$ cat config.mk
export PLATFORM = sky130hd
export DESIGN_NAME = rsd_ref_select
export DESIGN_NICKNAME = d
export VERILOG_FILES = /design/src/rsd_pkg.sv /design/src/rsd_ref_select.sv
export SDC_FILE = /design/constraint.sdc
export NUM_CORES = 1
export LEC_CHECK = 0
export BUFFER_PORTS_ARGS = -buffer_cell sky130_fd_sc_hd__buf_2
export CAP_MARGIN = 10
export CORE_MARGIN = 2
export CORE_UTILIZATION = 35
export CTS_CLUSTER_SIZE = 20
export DETAILED_ROUTE_END_ITERATION = 10
export PLACE_DENSITY = 0.53
export SETUP_SLACK_MARGIN = 0.02
export SLEW_MARGIN = 40
export SYNTH_ARGS = -nofsm -noshare
export SYNTH_HDL_FRONTEND = slang
export SYNTH_SLANG_ARGS = --single-unit
export TNS_END_PERCENT = 20
$ cat constraint.sdc
create_clock -name mclk -period 12.4 [get_ports mclk]
set_clock_uncertainty 0.15 [all_clocks]
set_input_delay 1.86 -clock mclk [delete_from_list [all_inputs] [get_ports mclk]]
set_output_delay 1.86 -clock mclk [all_outputs]
set_load 0.02 [all_outputs]
$ cat src/rsd_pkg.sv
// Constants, types and register map of the reference select and loop control block
package rsd_pkg;

    localparam int NUM_REF = 5;
    localparam int REF_IW  = 3;

    // Clock and timing
    localparam int CLK_HZ            = 25_000_000;
    localparam int CLK_MHZ           = 25;
    localparam int ACT_TIMEOUT_US    = 1000;
    localparam int ACT_TIMEOUT_CYC   = ACT_TIMEOUT_US * CLK_MHZ;
    localparam int LOCK_TIME_US      = 100;
    localparam int LOCK_CYC          = LOCK_TIME_US * CLK_MHZ;
    localparam int FS_HZ             = 8000;
    localparam int MF_HZ             = 2000;
    localparam int FS_PERIOD_CYC     = CLK_HZ / FS_HZ;
    localparam int MF_PERIOD_CYC     = CLK_HZ / MF_HZ;

    // Register offsets
    localparam logic [5:0] RA_CTL_ONE   = 6'h00;
    localparam logic [5:0] RA_CTL_TEN   = 6'h01;
    localparam logic [5:0] RA_FORCE_P   = 6'h02;
    localparam logic [5:0] RA_FORCE_M   = 6'h03;
    localparam logic [5:0] RA_BW        = 6'h04;
    localparam logic [5:0] RA_PHASE_CTL = 6'h05;
    localparam logic [5:0] RA_PRI_P     = 6'h08;
    localparam logic [5:0] RA_PRI_M     = 6'h10;
    localparam logic [5:0] RA_STAT_TWO  = 6'h20;
    localparam logic [5:0] RA_ACTIVITY  = 6'h21;
    localparam logic [5:0] RA_SEL       = 6'h22;
    localparam logic [5:0] RA_MSTATE    = 6'h23;
    localparam logic [5:0] RA_PHASE_LO  = 6'h24;
    localparam logic [5:0] RA_PHASE_HI  = 6'h25;

    // Field positions
    localparam int B1_LOCK_PIN_EN = 0;
    localparam int B1_MAN_STATE   = 1;
    localparam int B1_STATE_LSB   = 2;
    localparam int BT_FAIL_PIN_EN = 0;
    localparam int BT_BYPASS_EN   = 1;
    localparam int BT_BYPASS_DIFF = 2;
    localparam int BT_ALIGN_EN    = 3;
    localparam int BT_SYNC_LSB    = 4;
    localparam int BF_FORCE_EN    = 3;
    localparam int BP_PHASE_EN    = 0;
    localparam int BP_A_LSB       = 1;
    localparam int BP_B_LSB       = 4;
    localparam logic [2:0] BW_MAX_CODE = 3'h5;

    // Reset values
    localparam logic [7:0] CTL_ONE_RST = 8'h00;
    localparam logic [7:0] CTL_TEN_RST = 8'h00;
    localparam logic [NUM_REF-1:0][3:0] PRI_RST = {4'h5, 4'h4, 4'h3, 4'h2, 4'h1};

    typedef enum logic [1:0] {
        PS_FREE   = 2'b00,
        PS_LOCKED = 2'b01,
        PS_HOLD   = 2'b10
    } rsd_pstate_e;

    typedef enum logic {
        MS_UNLOCKED = 1'b0,
        MS_LOCKED   = 1'b1
    } rsd_mstate_e;

    typedef struct packed {
        logic                      found;
        logic [REF_IW-1:0]         idx;
    } rsd_pick_s;

    typedef struct packed {
        logic [NUM_REF-1:0]        ref_s1;
        logic [NUM_REF-1:0]        ref_s2;
        logic [NUM_REF-1:0]        ref_d;
        logic [2:0]                sync_s1;
        logic [2:0]                sync_s2;
        logic [2:0]                sync_d;
        logic [NUM_REF-1:0][15:0]  idle_cnt;
        logic [NUM_REF-1:0]        active;
        logic [NUM_REF-1:0][3:0]   pri_p;
        logic [NUM_REF-1:0][3:0]   pri_m;
        logic [7:0]                ctl_one;
        logic [7:0]                ctl_ten;
        logic [7:0]                force_p;
        logic [7:0]                force_m;
        logic [7:0]                bw;
        logic [7:0]                phase_ctl;
        rsd_pstate_e               pstate;
        rsd_mstate_e               mstate;
        logic [11:0]               lock_cnt;
        logic [REF_IW-1:0]         sel_p;
        logic [REF_IW-1:0]         sel_m;
        logic                      fail;
        logic                      ph_run;
        logic [15:0]               ph_cnt;
        logic [15:0]               ph_val;
        logic [11:0]               fs_cnt;
        logic [13:0]               mf_cnt;
        logic                      fs_o;
        logic                      mf_o;
        logic                      se_o;
        logic                      df_o;
        logic                      lock_o;
        logic [7:0]                rdata;
    } rsd_state_s;

    localparam rsd_state_s RSD_RST = '{
        pri_p:   PRI_RST,
        pri_m:   PRI_RST,
        ctl_one: CTL_ONE_RST,
        ctl_ten: CTL_TEN_RST,
        pstate:  PS_FREE,
        mstate:  MS_UNLOCKED,
        default: '0
    };

endpackage

$ cat src/rsd_ref_select.sv
// Reference selection, loop state control and frame sync generation
`timescale 1ns/1ps

// Notes on behaviour
// - Every reference input is watched for edges; silent inputs become inactive.
// - Each input has priority number; zero marks it unavailable.
// - Primary loop and monitor loop keep separate priority tables.
// - Primary loop picks highest-priority valid input automatically.
// - Failure flag follows activity of the currently selected primary input.
// - Software force selection overrides automatic choice in either loop.
// - Primary loop moves between free-run, locked and holdover automatically.
// - Software may take manual control of the primary loop state.
// - Monitor loop has simple state machine software cannot command.
// - Monitor loop never drives output clocks through the loop.
// - Optional phase measurement between two chosen inputs.
// - Bypass routes monitor selected reference to single-ended or differential output.
// - Frame sync output aligns to 2/4/8 kHz sync from one of three pins; multiframe sync is not aligned.
// - Frame sync output fixed at 8 kHz, multiframe sync at 2 kHz.
// - Each loop offers six bandwidth codes from 18 Hz to 400 Hz.
// - Fail pin follows failure flag when enabled, else high impedance.
// - Lock pin shows primary lock when enabled, else driven low.
module rsd_ref_select
    import rsd_pkg::*;
#(
    parameter logic [15:0] ACT_TIMEOUT = 16'(ACT_TIMEOUT_CYC),
    parameter logic [13:0] MF_PERIOD   = 14'(MF_PERIOD_CYC)
)(
    input  wire logic               mclk,
    input  wire logic               reset_n,
    input  wire logic [5:0]         reg_addr,
    input  wire logic [7:0]         reg_wdata,
    input  wire logic               reg_wr,
    input  wire logic               reg_rd,
    output logic      [7:0]         reg_rdata,
    input  wire logic [NUM_REF-1:0] ref_clk_in,
    input  wire logic               sync_input_one,
    input  wire logic               sync_input_two,
    input  wire logic               sync_input_three,
    output logic                    single_ended_out_clock,
    output logic                    differential_out_clock,
    output logic                    frame_sync_out,
    output logic                    multiframe_sync_out,
    output logic                    selected_ref_fail_o,
    output logic                    selected_ref_fail_oe,
    output logic                    lock_status,
    output logic      [2:0]         primary_bw,
    output logic      [2:0]         monitor_bw
);

    ////////////////////////////////////////////////////////////////////////////
    // Helpers

    function automatic rsd_pick_s pick_best(input logic [NUM_REF-1:0][3:0] pri,
                                            input logic [NUM_REF-1:0]      ok);
        rsd_pick_s  r;
        logic [3:0] bp;
        r  = '0;
        bp = 4'h0;
        for (int i = 0; i < NUM_REF; i++)
        begin
            if (ok[i] && pri[i] != 4'h0 && (!r.found || pri[i] < bp))
            begin
                r.found = 1'b1;
                bp      = pri[i];
                r.idx   = REF_IW'(i);
            end
        end
        return r;
    endfunction

    function automatic logic [REF_IW-1:0] choose(input logic [7:0]        force_reg,
                                                 input rsd_pick_s         best,
                                                 input logic [REF_IW-1:0] cur);
        if (force_reg[BF_FORCE_EN] && force_reg[REF_IW-1:0] < REF_IW'(NUM_REF))
            return force_reg[REF_IW-1:0];
        else if (best.found)
            return best.idx;
        else
            return cur;
    endfunction

    function automatic logic [2:0] clamp_bw(input logic [2:0] code);
        return (code > BW_MAX_CODE) ? BW_MAX_CODE : code;
    endfunction

    ////////////////////////////////////////////////////////////////////////////
    // Reset release

    logic rst_s1_ff;
    logic rst_n_ff;

    always_ff @(posedge mclk or negedge reset_n)
    begin
        if (!reset_n)
        begin
            rst_s1_ff <= 1'b0;
            rst_n_ff  <= 1'b0;
        end
        else
        begin
            rst_s1_ff <= 1'b1;
            rst_n_ff  <= rst_s1_ff;
        end
    end

    ////////////////////////////////////////////////////////////////////////////
    // State

    rsd_state_s s_ff;
    rsd_state_s nxt_s;
    rsd_pick_s  best_p;
    rsd_pick_s  best_m;
    logic [2:0] sync_edge;
    logic       sync_hit;
    logic [NUM_REF-1:0] ref_edge;
    logic [REF_IW-1:0] ph_a;
    logic [REF_IW-1:0] ph_b;
    logic [7:0] rd;
    logic [2:0] widx;

    always_comb
    begin
        nxt_s = s_ff;
        rd    = 8'h00;
        widx  = 3'h0;

        nxt_s.ref_s1  = ref_clk_in;
        nxt_s.ref_s2  = s_ff.ref_s1;
        nxt_s.ref_d   = s_ff.ref_s2;
        nxt_s.sync_s1 = {sync_input_three, sync_input_two, sync_input_one};
        nxt_s.sync_s2 = s_ff.sync_s1;
        nxt_s.sync_d  = s_ff.sync_s2;
        ref_edge  = s_ff.ref_s2 & ~s_ff.ref_d;
        sync_edge = s_ff.sync_s2 & ~s_ff.sync_d;

        // Activity watch
        for (int i = 0; i < NUM_REF; i++)
        begin
            if (ref_edge[i])
            begin
                nxt_s.idle_cnt[i] = 16'h0000;
                nxt_s.active[i]   = 1'b1;
            end
            else if (s_ff.idle_cnt[i] >= ACT_TIMEOUT - 16'h0001)
                nxt_s.active[i] = 1'b0;
            else
                nxt_s.idle_cnt[i] = s_ff.idle_cnt[i] + 16'h0001;
        end

        // Selection per loop, each from its own table
        best_p      = pick_best(s_ff.pri_p, s_ff.active);
        best_m      = pick_best(s_ff.pri_m, s_ff.active);
        nxt_s.sel_p = choose(s_ff.force_p, best_p, s_ff.sel_p);
        nxt_s.sel_m = choose(s_ff.force_m, best_m, s_ff.sel_m);
        nxt_s.fail  = !s_ff.active[s_ff.sel_p];

        // Primary loop state machine
        if (s_ff.ctl_one[B1_MAN_STATE])
        begin
            nxt_s.lock_cnt = 12'h000;
            case (s_ff.ctl_one[B1_STATE_LSB +: 2])
                2'b01:   nxt_s.pstate = PS_LOCKED;
                2'b10:   nxt_s.pstate = PS_HOLD;
                default: nxt_s.pstate = PS_FREE;
            endcase
        end
        else
        begin
            case (s_ff.pstate)
                PS_FREE, PS_HOLD:
                begin
                    if (!s_ff.active[s_ff.sel_p])
                        nxt_s.lock_cnt = 12'h000;
                    else if (s_ff.lock_cnt >= 12'(LOCK_CYC - 1))
                    begin
                        nxt_s.pstate   = PS_LOCKED;
                        nxt_s.lock_cnt = 12'h000;
                    end
                    else
                        nxt_s.lock_cnt = s_ff.lock_cnt + 12'h001;
                end
                PS_LOCKED:
                begin
                    if (!s_ff.active[s_ff.sel_p] && !best_p.found)
                        nxt_s.pstate = PS_HOLD;
                end
                default: nxt_s.pstate = PS_FREE;
            endcase
        end

        // Monitor loop, status only
        case (s_ff.mstate)
            MS_UNLOCKED: if (s_ff.active[s_ff.sel_m]) nxt_s.mstate = MS_LOCKED;
            MS_LOCKED:   if (!s_ff.active[s_ff.sel_m]) nxt_s.mstate = MS_UNLOCKED;
            default:     nxt_s.mstate = MS_UNLOCKED;
        endcase

        // Phase measurement between two inputs
        ph_a = s_ff.phase_ctl[BP_A_LSB +: REF_IW];
        ph_b = s_ff.phase_ctl[BP_B_LSB +: REF_IW];
        if (!s_ff.phase_ctl[BP_PHASE_EN] || ph_a >= REF_IW'(NUM_REF)
            || ph_b >= REF_IW'(NUM_REF))
            nxt_s.ph_run = 1'b0;
        else if (s_ff.ph_run && ref_edge[ph_b])
        begin
            nxt_s.ph_run = 1'b0;
            nxt_s.ph_val = s_ff.ph_cnt;
        end
        else if (ref_edge[ph_a])
        begin
            nxt_s.ph_run = 1'b1;
            nxt_s.ph_cnt = 16'h0001; // Span includes the start cycle
        end
        else if (s_ff.ph_run && s_ff.ph_cnt != 16'hFFFF)
            nxt_s.ph_cnt = s_ff.ph_cnt + 16'h0001;

        // Frame and multiframe sync
        sync_hit = s_ff.ctl_ten[BT_ALIGN_EN]
                   && s_ff.ctl_ten[BT_SYNC_LSB +: 2] != 2'b11
                   && sync_edge[s_ff.ctl_ten[BT_SYNC_LSB +: 2]];
        if (sync_hit || s_ff.fs_cnt >= 12'(FS_PERIOD_CYC - 1))
            nxt_s.fs_cnt = 12'h000;
        else
            nxt_s.fs_cnt = s_ff.fs_cnt + 12'h001;
        if (s_ff.mf_cnt >= MF_PERIOD - 14'h0001)
            nxt_s.mf_cnt = 14'h0000;
        else
            nxt_s.mf_cnt = s_ff.mf_cnt + 14'h0001;
        nxt_s.fs_o = s_ff.fs_cnt < 12'(FS_PERIOD_CYC / 2);
        nxt_s.mf_o = s_ff.mf_cnt < (MF_PERIOD >> 1);

        // Output clocks: primary reference unless bypassed
        nxt_s.se_o = s_ff.ref_s2[s_ff.sel_p];
        nxt_s.df_o = s_ff.ref_s2[s_ff.sel_p];
        if (s_ff.ctl_ten[BT_BYPASS_EN])
        begin
            if (s_ff.ctl_ten[BT_BYPASS_DIFF])
                nxt_s.df_o = s_ff.ref_s2[s_ff.sel_m];
            else
                nxt_s.se_o = s_ff.ref_s2[s_ff.sel_m];
        end

        nxt_s.lock_o = s_ff.ctl_one[B1_LOCK_PIN_EN]
                       && s_ff.pstate == PS_LOCKED;

        // Register writes
        if (reg_wr)
        begin
            widx = 3'(reg_addr[2:0]);
            if (reg_addr == RA_CTL_ONE)
                nxt_s.ctl_one = reg_wdata;
            else if (reg_addr == RA_CTL_TEN)
                nxt_s.ctl_ten = reg_wdata;
            else if (reg_addr == RA_FORCE_P)
                nxt_s.force_p = reg_wdata;
            else if (reg_addr == RA_FORCE_M)
                nxt_s.force_m = reg_wdata;
            else if (reg_addr == RA_BW)
                nxt_s.bw = {1'b0, clamp_bw(reg_wdata[6:4]), 1'b0, clamp_bw(reg_wdata[2:0])};
            else if (reg_addr == RA_PHASE_CTL)
                nxt_s.phase_ctl = reg_wdata;
            else if (reg_addr[5:3] == RA_PRI_P[5:3] && widx < 3'(NUM_REF))
                nxt_s.pri_p[widx] = reg_wdata[3:0];
            else if (reg_addr[5:3] == RA_PRI_M[5:3] && widx < 3'(NUM_REF))
                nxt_s.pri_m[widx] = reg_wdata[3:0];
        end

        // Register reads, data one cycle later
        if (reg_addr == RA_CTL_ONE)
            rd = s_ff.ctl_one;
        else if (reg_addr == RA_CTL_TEN)
            rd = s_ff.ctl_ten;
        else if (reg_addr == RA_FORCE_P)
            rd = s_ff.force_p;
        else if (reg_addr == RA_FORCE_M)
            rd = s_ff.force_m;
        else if (reg_addr == RA_BW)
            rd = s_ff.bw;
        else if (reg_addr == RA_PHASE_CTL)
            rd = s_ff.phase_ctl;
        else if (reg_addr[5:3] == RA_PRI_P[5:3] && reg_addr[2:0] < 3'(NUM_REF))
            rd = {4'h0, s_ff.pri_p[reg_addr[2:0]]};
        else if (reg_addr[5:3] == RA_PRI_M[5:3] && reg_addr[2:0] < 3'(NUM_REF))
            rd = {4'h0, s_ff.pri_m[reg_addr[2:0]]};
        else if (reg_addr == RA_STAT_TWO)
            rd = {4'h0, s_ff.pstate, s_ff.pstate == PS_LOCKED, s_ff.fail};
        else if (reg_addr == RA_ACTIVITY)
            rd = {3'h0, s_ff.active};
        else if (reg_addr == RA_SEL)
            rd = {1'b0, s_ff.sel_m, 1'b0, s_ff.sel_p};
        else if (reg_addr == RA_MSTATE)
            rd = {7'h00, s_ff.mstate};
        else if (reg_addr == RA_PHASE_LO)
            rd = s_ff.ph_val[7:0];
        else if (reg_addr == RA_PHASE_HI)
            rd = s_ff.ph_val[15:8];
        nxt_s.rdata = reg_rd ? rd : 8'h00;
    end

    always_ff @(posedge mclk or negedge rst_n_ff)
    begin
        if (!rst_n_ff)
            s_ff <= RSD_RST;
        else
            s_ff <= nxt_s;
    end

    ////////////////////////////////////////////////////////////////////////////
    // Outputs

    assign reg_rdata              = s_ff.rdata;
    assign single_ended_out_clock = s_ff.se_o;
    assign differential_out_clock = s_ff.df_o;
    assign frame_sync_out         = s_ff.fs_o;
    assign multiframe_sync_out    = s_ff.mf_o;
    assign selected_ref_fail_o    = s_ff.fail;
    assign selected_ref_fail_oe   = s_ff.ctl_ten[BT_FAIL_PIN_EN];
    assign lock_status            = s_ff.lock_o;
    assign primary_bw             = s_ff.bw[2:0];
    assign monitor_bw             = s_ff.bw[6:4];

endmodule

==> out/metrics.csv <==
metric,value,unit
Synth Cell Area,0.0151,mm²
total leakage power,7.72,nW
DP HPWL,26.0,mm
multi-input combinational cell area,0.00741,mm²
die width,212,µm
fmax,145,MHz
register area,0.00730,mm²
final hold violation count,0,
"CTS clk-pin slew, worst paths",0.06,ns
Worst path max stage delay,0.46,ns
Syn. warnings,0,
critical path type,reg2reg,
Syn Nets,1499,
htree depth,2,
final net count,1527,
Die Area,0.0449,mm²
CTS sink count,291,
"Power, Total",2.90,mW
Routed Wire Length,37.7,mm
Port-buffer cells,46,
Inserted Clock Buffers,36,
Cells after DPL,2014,
Iteration-0 DRC Markers,885,
# diodes,0,
Gate Count Post-Synth,1439,
hold_buf cts,0,
ys async rst share,1.00,
Tcrit/Tclk final,0.555,
Synth Flop Type,dfrtp_1,
initial antenna violation count,1,
vias per cell,5.37,
Worst setup EP type,register,
final hold slack,0.196,ns
Yosys top cell area share,0.458,
number of global-route vias before repair,11200,
routability cong.,0.881,
core area,0.0429,mm²
crit path max fanout,20,
Post-CTS Setup Inserts,0,
final instance count without filler cells,2079,
Root Buffer Master,clkbuf_16,
Worst-Skew Late Latency,0.53,ns
"Distinct cells, synth",88,
Layout Utilization,0.402,
"area leader, netlist",dfrtp_1,
GRT overflow,0,
Final setup viols,0,
worst min path class,reg2reg,
leading post-synthesis cells by cell area,"dfrtp_1, mux2_2, nor2_1",
Top-Level Pins,47,
Pins Over Slew Limit,0,
outcome,"finished, final reports clean",
layout cells sized above 1,0.187,
router iterations before antenna repair,5,
CTS tree,done,
# fillers,4220,
Setup crit start kind,register,
GR Util All Layers,0.173,
actual slew at the worst max-slew pin,0.806,ns
unrepaired setup endpoints after global routing,false,
slew margin rel.,0.459,
Initial Util,0.353,
pin count of the biggest net entering global routing,98,
DRC,0,
cts repair resizes,0,
syn_area_per_cell,10.5,µm²
Die Y,212,µm
number of synthesized flops with an enable pin,0,
first-pass GRT wire length,61.8,mm
clk buf depth,3,
post-layout min period,6.88,ns
Avg WL per Cell,18.1,µm
sequential fraction of the synthesis area,0.482,
vias,11200,
required time of the worst setup path,12.67,ns
Max-Cap Viols,0,
Worst VDD drop,113,µV
Cell Rows,76,
Area growth syn-to-layout,13.9,%
Slowest cell on crit path,a31oi_1,
Critical Path AT,7.15,ns
DRT antenna net count,0,
Yosys reg bits,291,
TNS Setup,0,ns
Pwr per Cell Area,168,mW/mm²
==> final cells by class <==
type,instances,share of cell area
well taps,585,0.0425
repair buffers,57,0.0214
clock inverters,15,0.0126
inverters,34,0.00741
multi-input cells,1047,0.430
clock buffers,50,0.0618
flip-flops and latches,291,0.424
==> per-layer routing <==
layer  up-vias  share of wire  track usage
met3        69          0.049       0.0297
li1       5257              -            -
met4         2          0.026       0.0590
met5         -        0.00029            0
met1      5578           0.46        0.240
met2       264           0.46        0.272
==> critical path, delay by kind of cell, from the launching register on <==
family / cells / cell delay [ns]
buf+inv: 2 / 0.33
simple gates: 7 / 1.13
mux: 1 / 0.24
flops: 1 / 0.32
compound gates: 16 / 3.37
fa+ha+maj: 4 / 1.22
==> sequential cells by signal, summed over array words and instances, names as in the netlist <==
signal                  cells
monitor_bw                  3
single_ended_out_clock      1
differential_out_clock      1
rst_n_ff                    1
multiframe_sync_out         1
selected_ref_fail_oe        1
ph_b                        3
reg_rdata                   8
s_ff                      246
selected_ref_fail_o         1
frame_sync_out              1
rst_s1_ff                   1
primary_bw                  3
nxt_s                      16
lock_status                 1
ph_a                        3
==> placed cells by master, fill, tap and decap left out, types with 16 or more instances in the layout <==
cell type	n
mux2_2	99
and3_1	34
ha_1	34
nand2_1	116
nor2_1	160
nand3_1	59
buf_2	46
a21oi_1	43
o21ai_0	59
inv_1	34
xnor2_1	32
and2_1	16
xor2_1	63
a31oi_1	20
nand4_1	23
dfrtp_1	276
mux2i_1	20
nor2b_1	21
clkbuf_16	37
==> path summary, 6_finish.rpt <==
path                                            start                     to  slack, ns  depth (start not counted)
worst max register to register  s_ff[182]$_DFFE_PN0P_   s_ff[74]$_DFFE_PN0P_       5.52                         30
worst min-delay path             nxt_s[284]$_DFF_PN0_   nxt_s[279]$_DFF_PN0_       0.20                          0
max in group asynchronous          rst_n_ff$_DFF_PN0_  s_ff[196]$_DFFE_PN0P_      10.47                          3
min in group asynchronous          rst_n_ff$_DFF_PN0_     s_ff[22]$_DFF_PN0_       0.24                          0
worst min register to register   nxt_s[284]$_DFF_PN0_   nxt_s[279]$_DFF_PN0_       0.20                          0
worst max-delay path            s_ff[182]$_DFFE_PN0P_   s_ff[74]$_DFFE_PN0P_       5.52                         30
==> kinds of logic after synthesis <==
group,count (synthesis),share of synthesized area
compound gates,281,0.134
mux,134,0.109
flops,291,0.482
fa+ha+maj,34,0.0281
other cells,1,0.000248
simple gates,502,0.161
xor+xnor,95,0.0550
buf+inv,101,0.0307
==> metrics by stage <==
stage	area, µm²	setup slack [ns]
after floorplan	15100	3.56
after global placement	15800	5.92
after detailed placement	15900	5.73
after CTS	17200	5.70
after global routing	17200	5.12
final	17200	5.52
==> where the power goes <==
part | internal [mW] | total [mW] | leakage (nW) | switching (mW)
Clock | 0.706 | 1.12 | 0.633 | 0.416
Combinational | 0.261 | 0.584 | 3.30 | 0.323
Sequential | 1.06 | 1.19 | 3.80 | 0.135
Total | 2.02 | 2.90 | 7.72 | 0.874
==> Yosys cell counts, types with 16 or more instances <==
master,number
o21ai_0,59
nand2_1,116
and2_1,16
nor2_1,161
a21oi_1,43
dfrtp_1,277
mux2_2,99
xnor2_1,32
inv_1,34
nand4_1,23
ha_1,34
xor2_1,63
mux2i_1,20
a31oi_1,21
nand3_1,59
clkbuf_1,32
and3_1,34
nor2b_1,21
(Power assumes the default switching activity.)
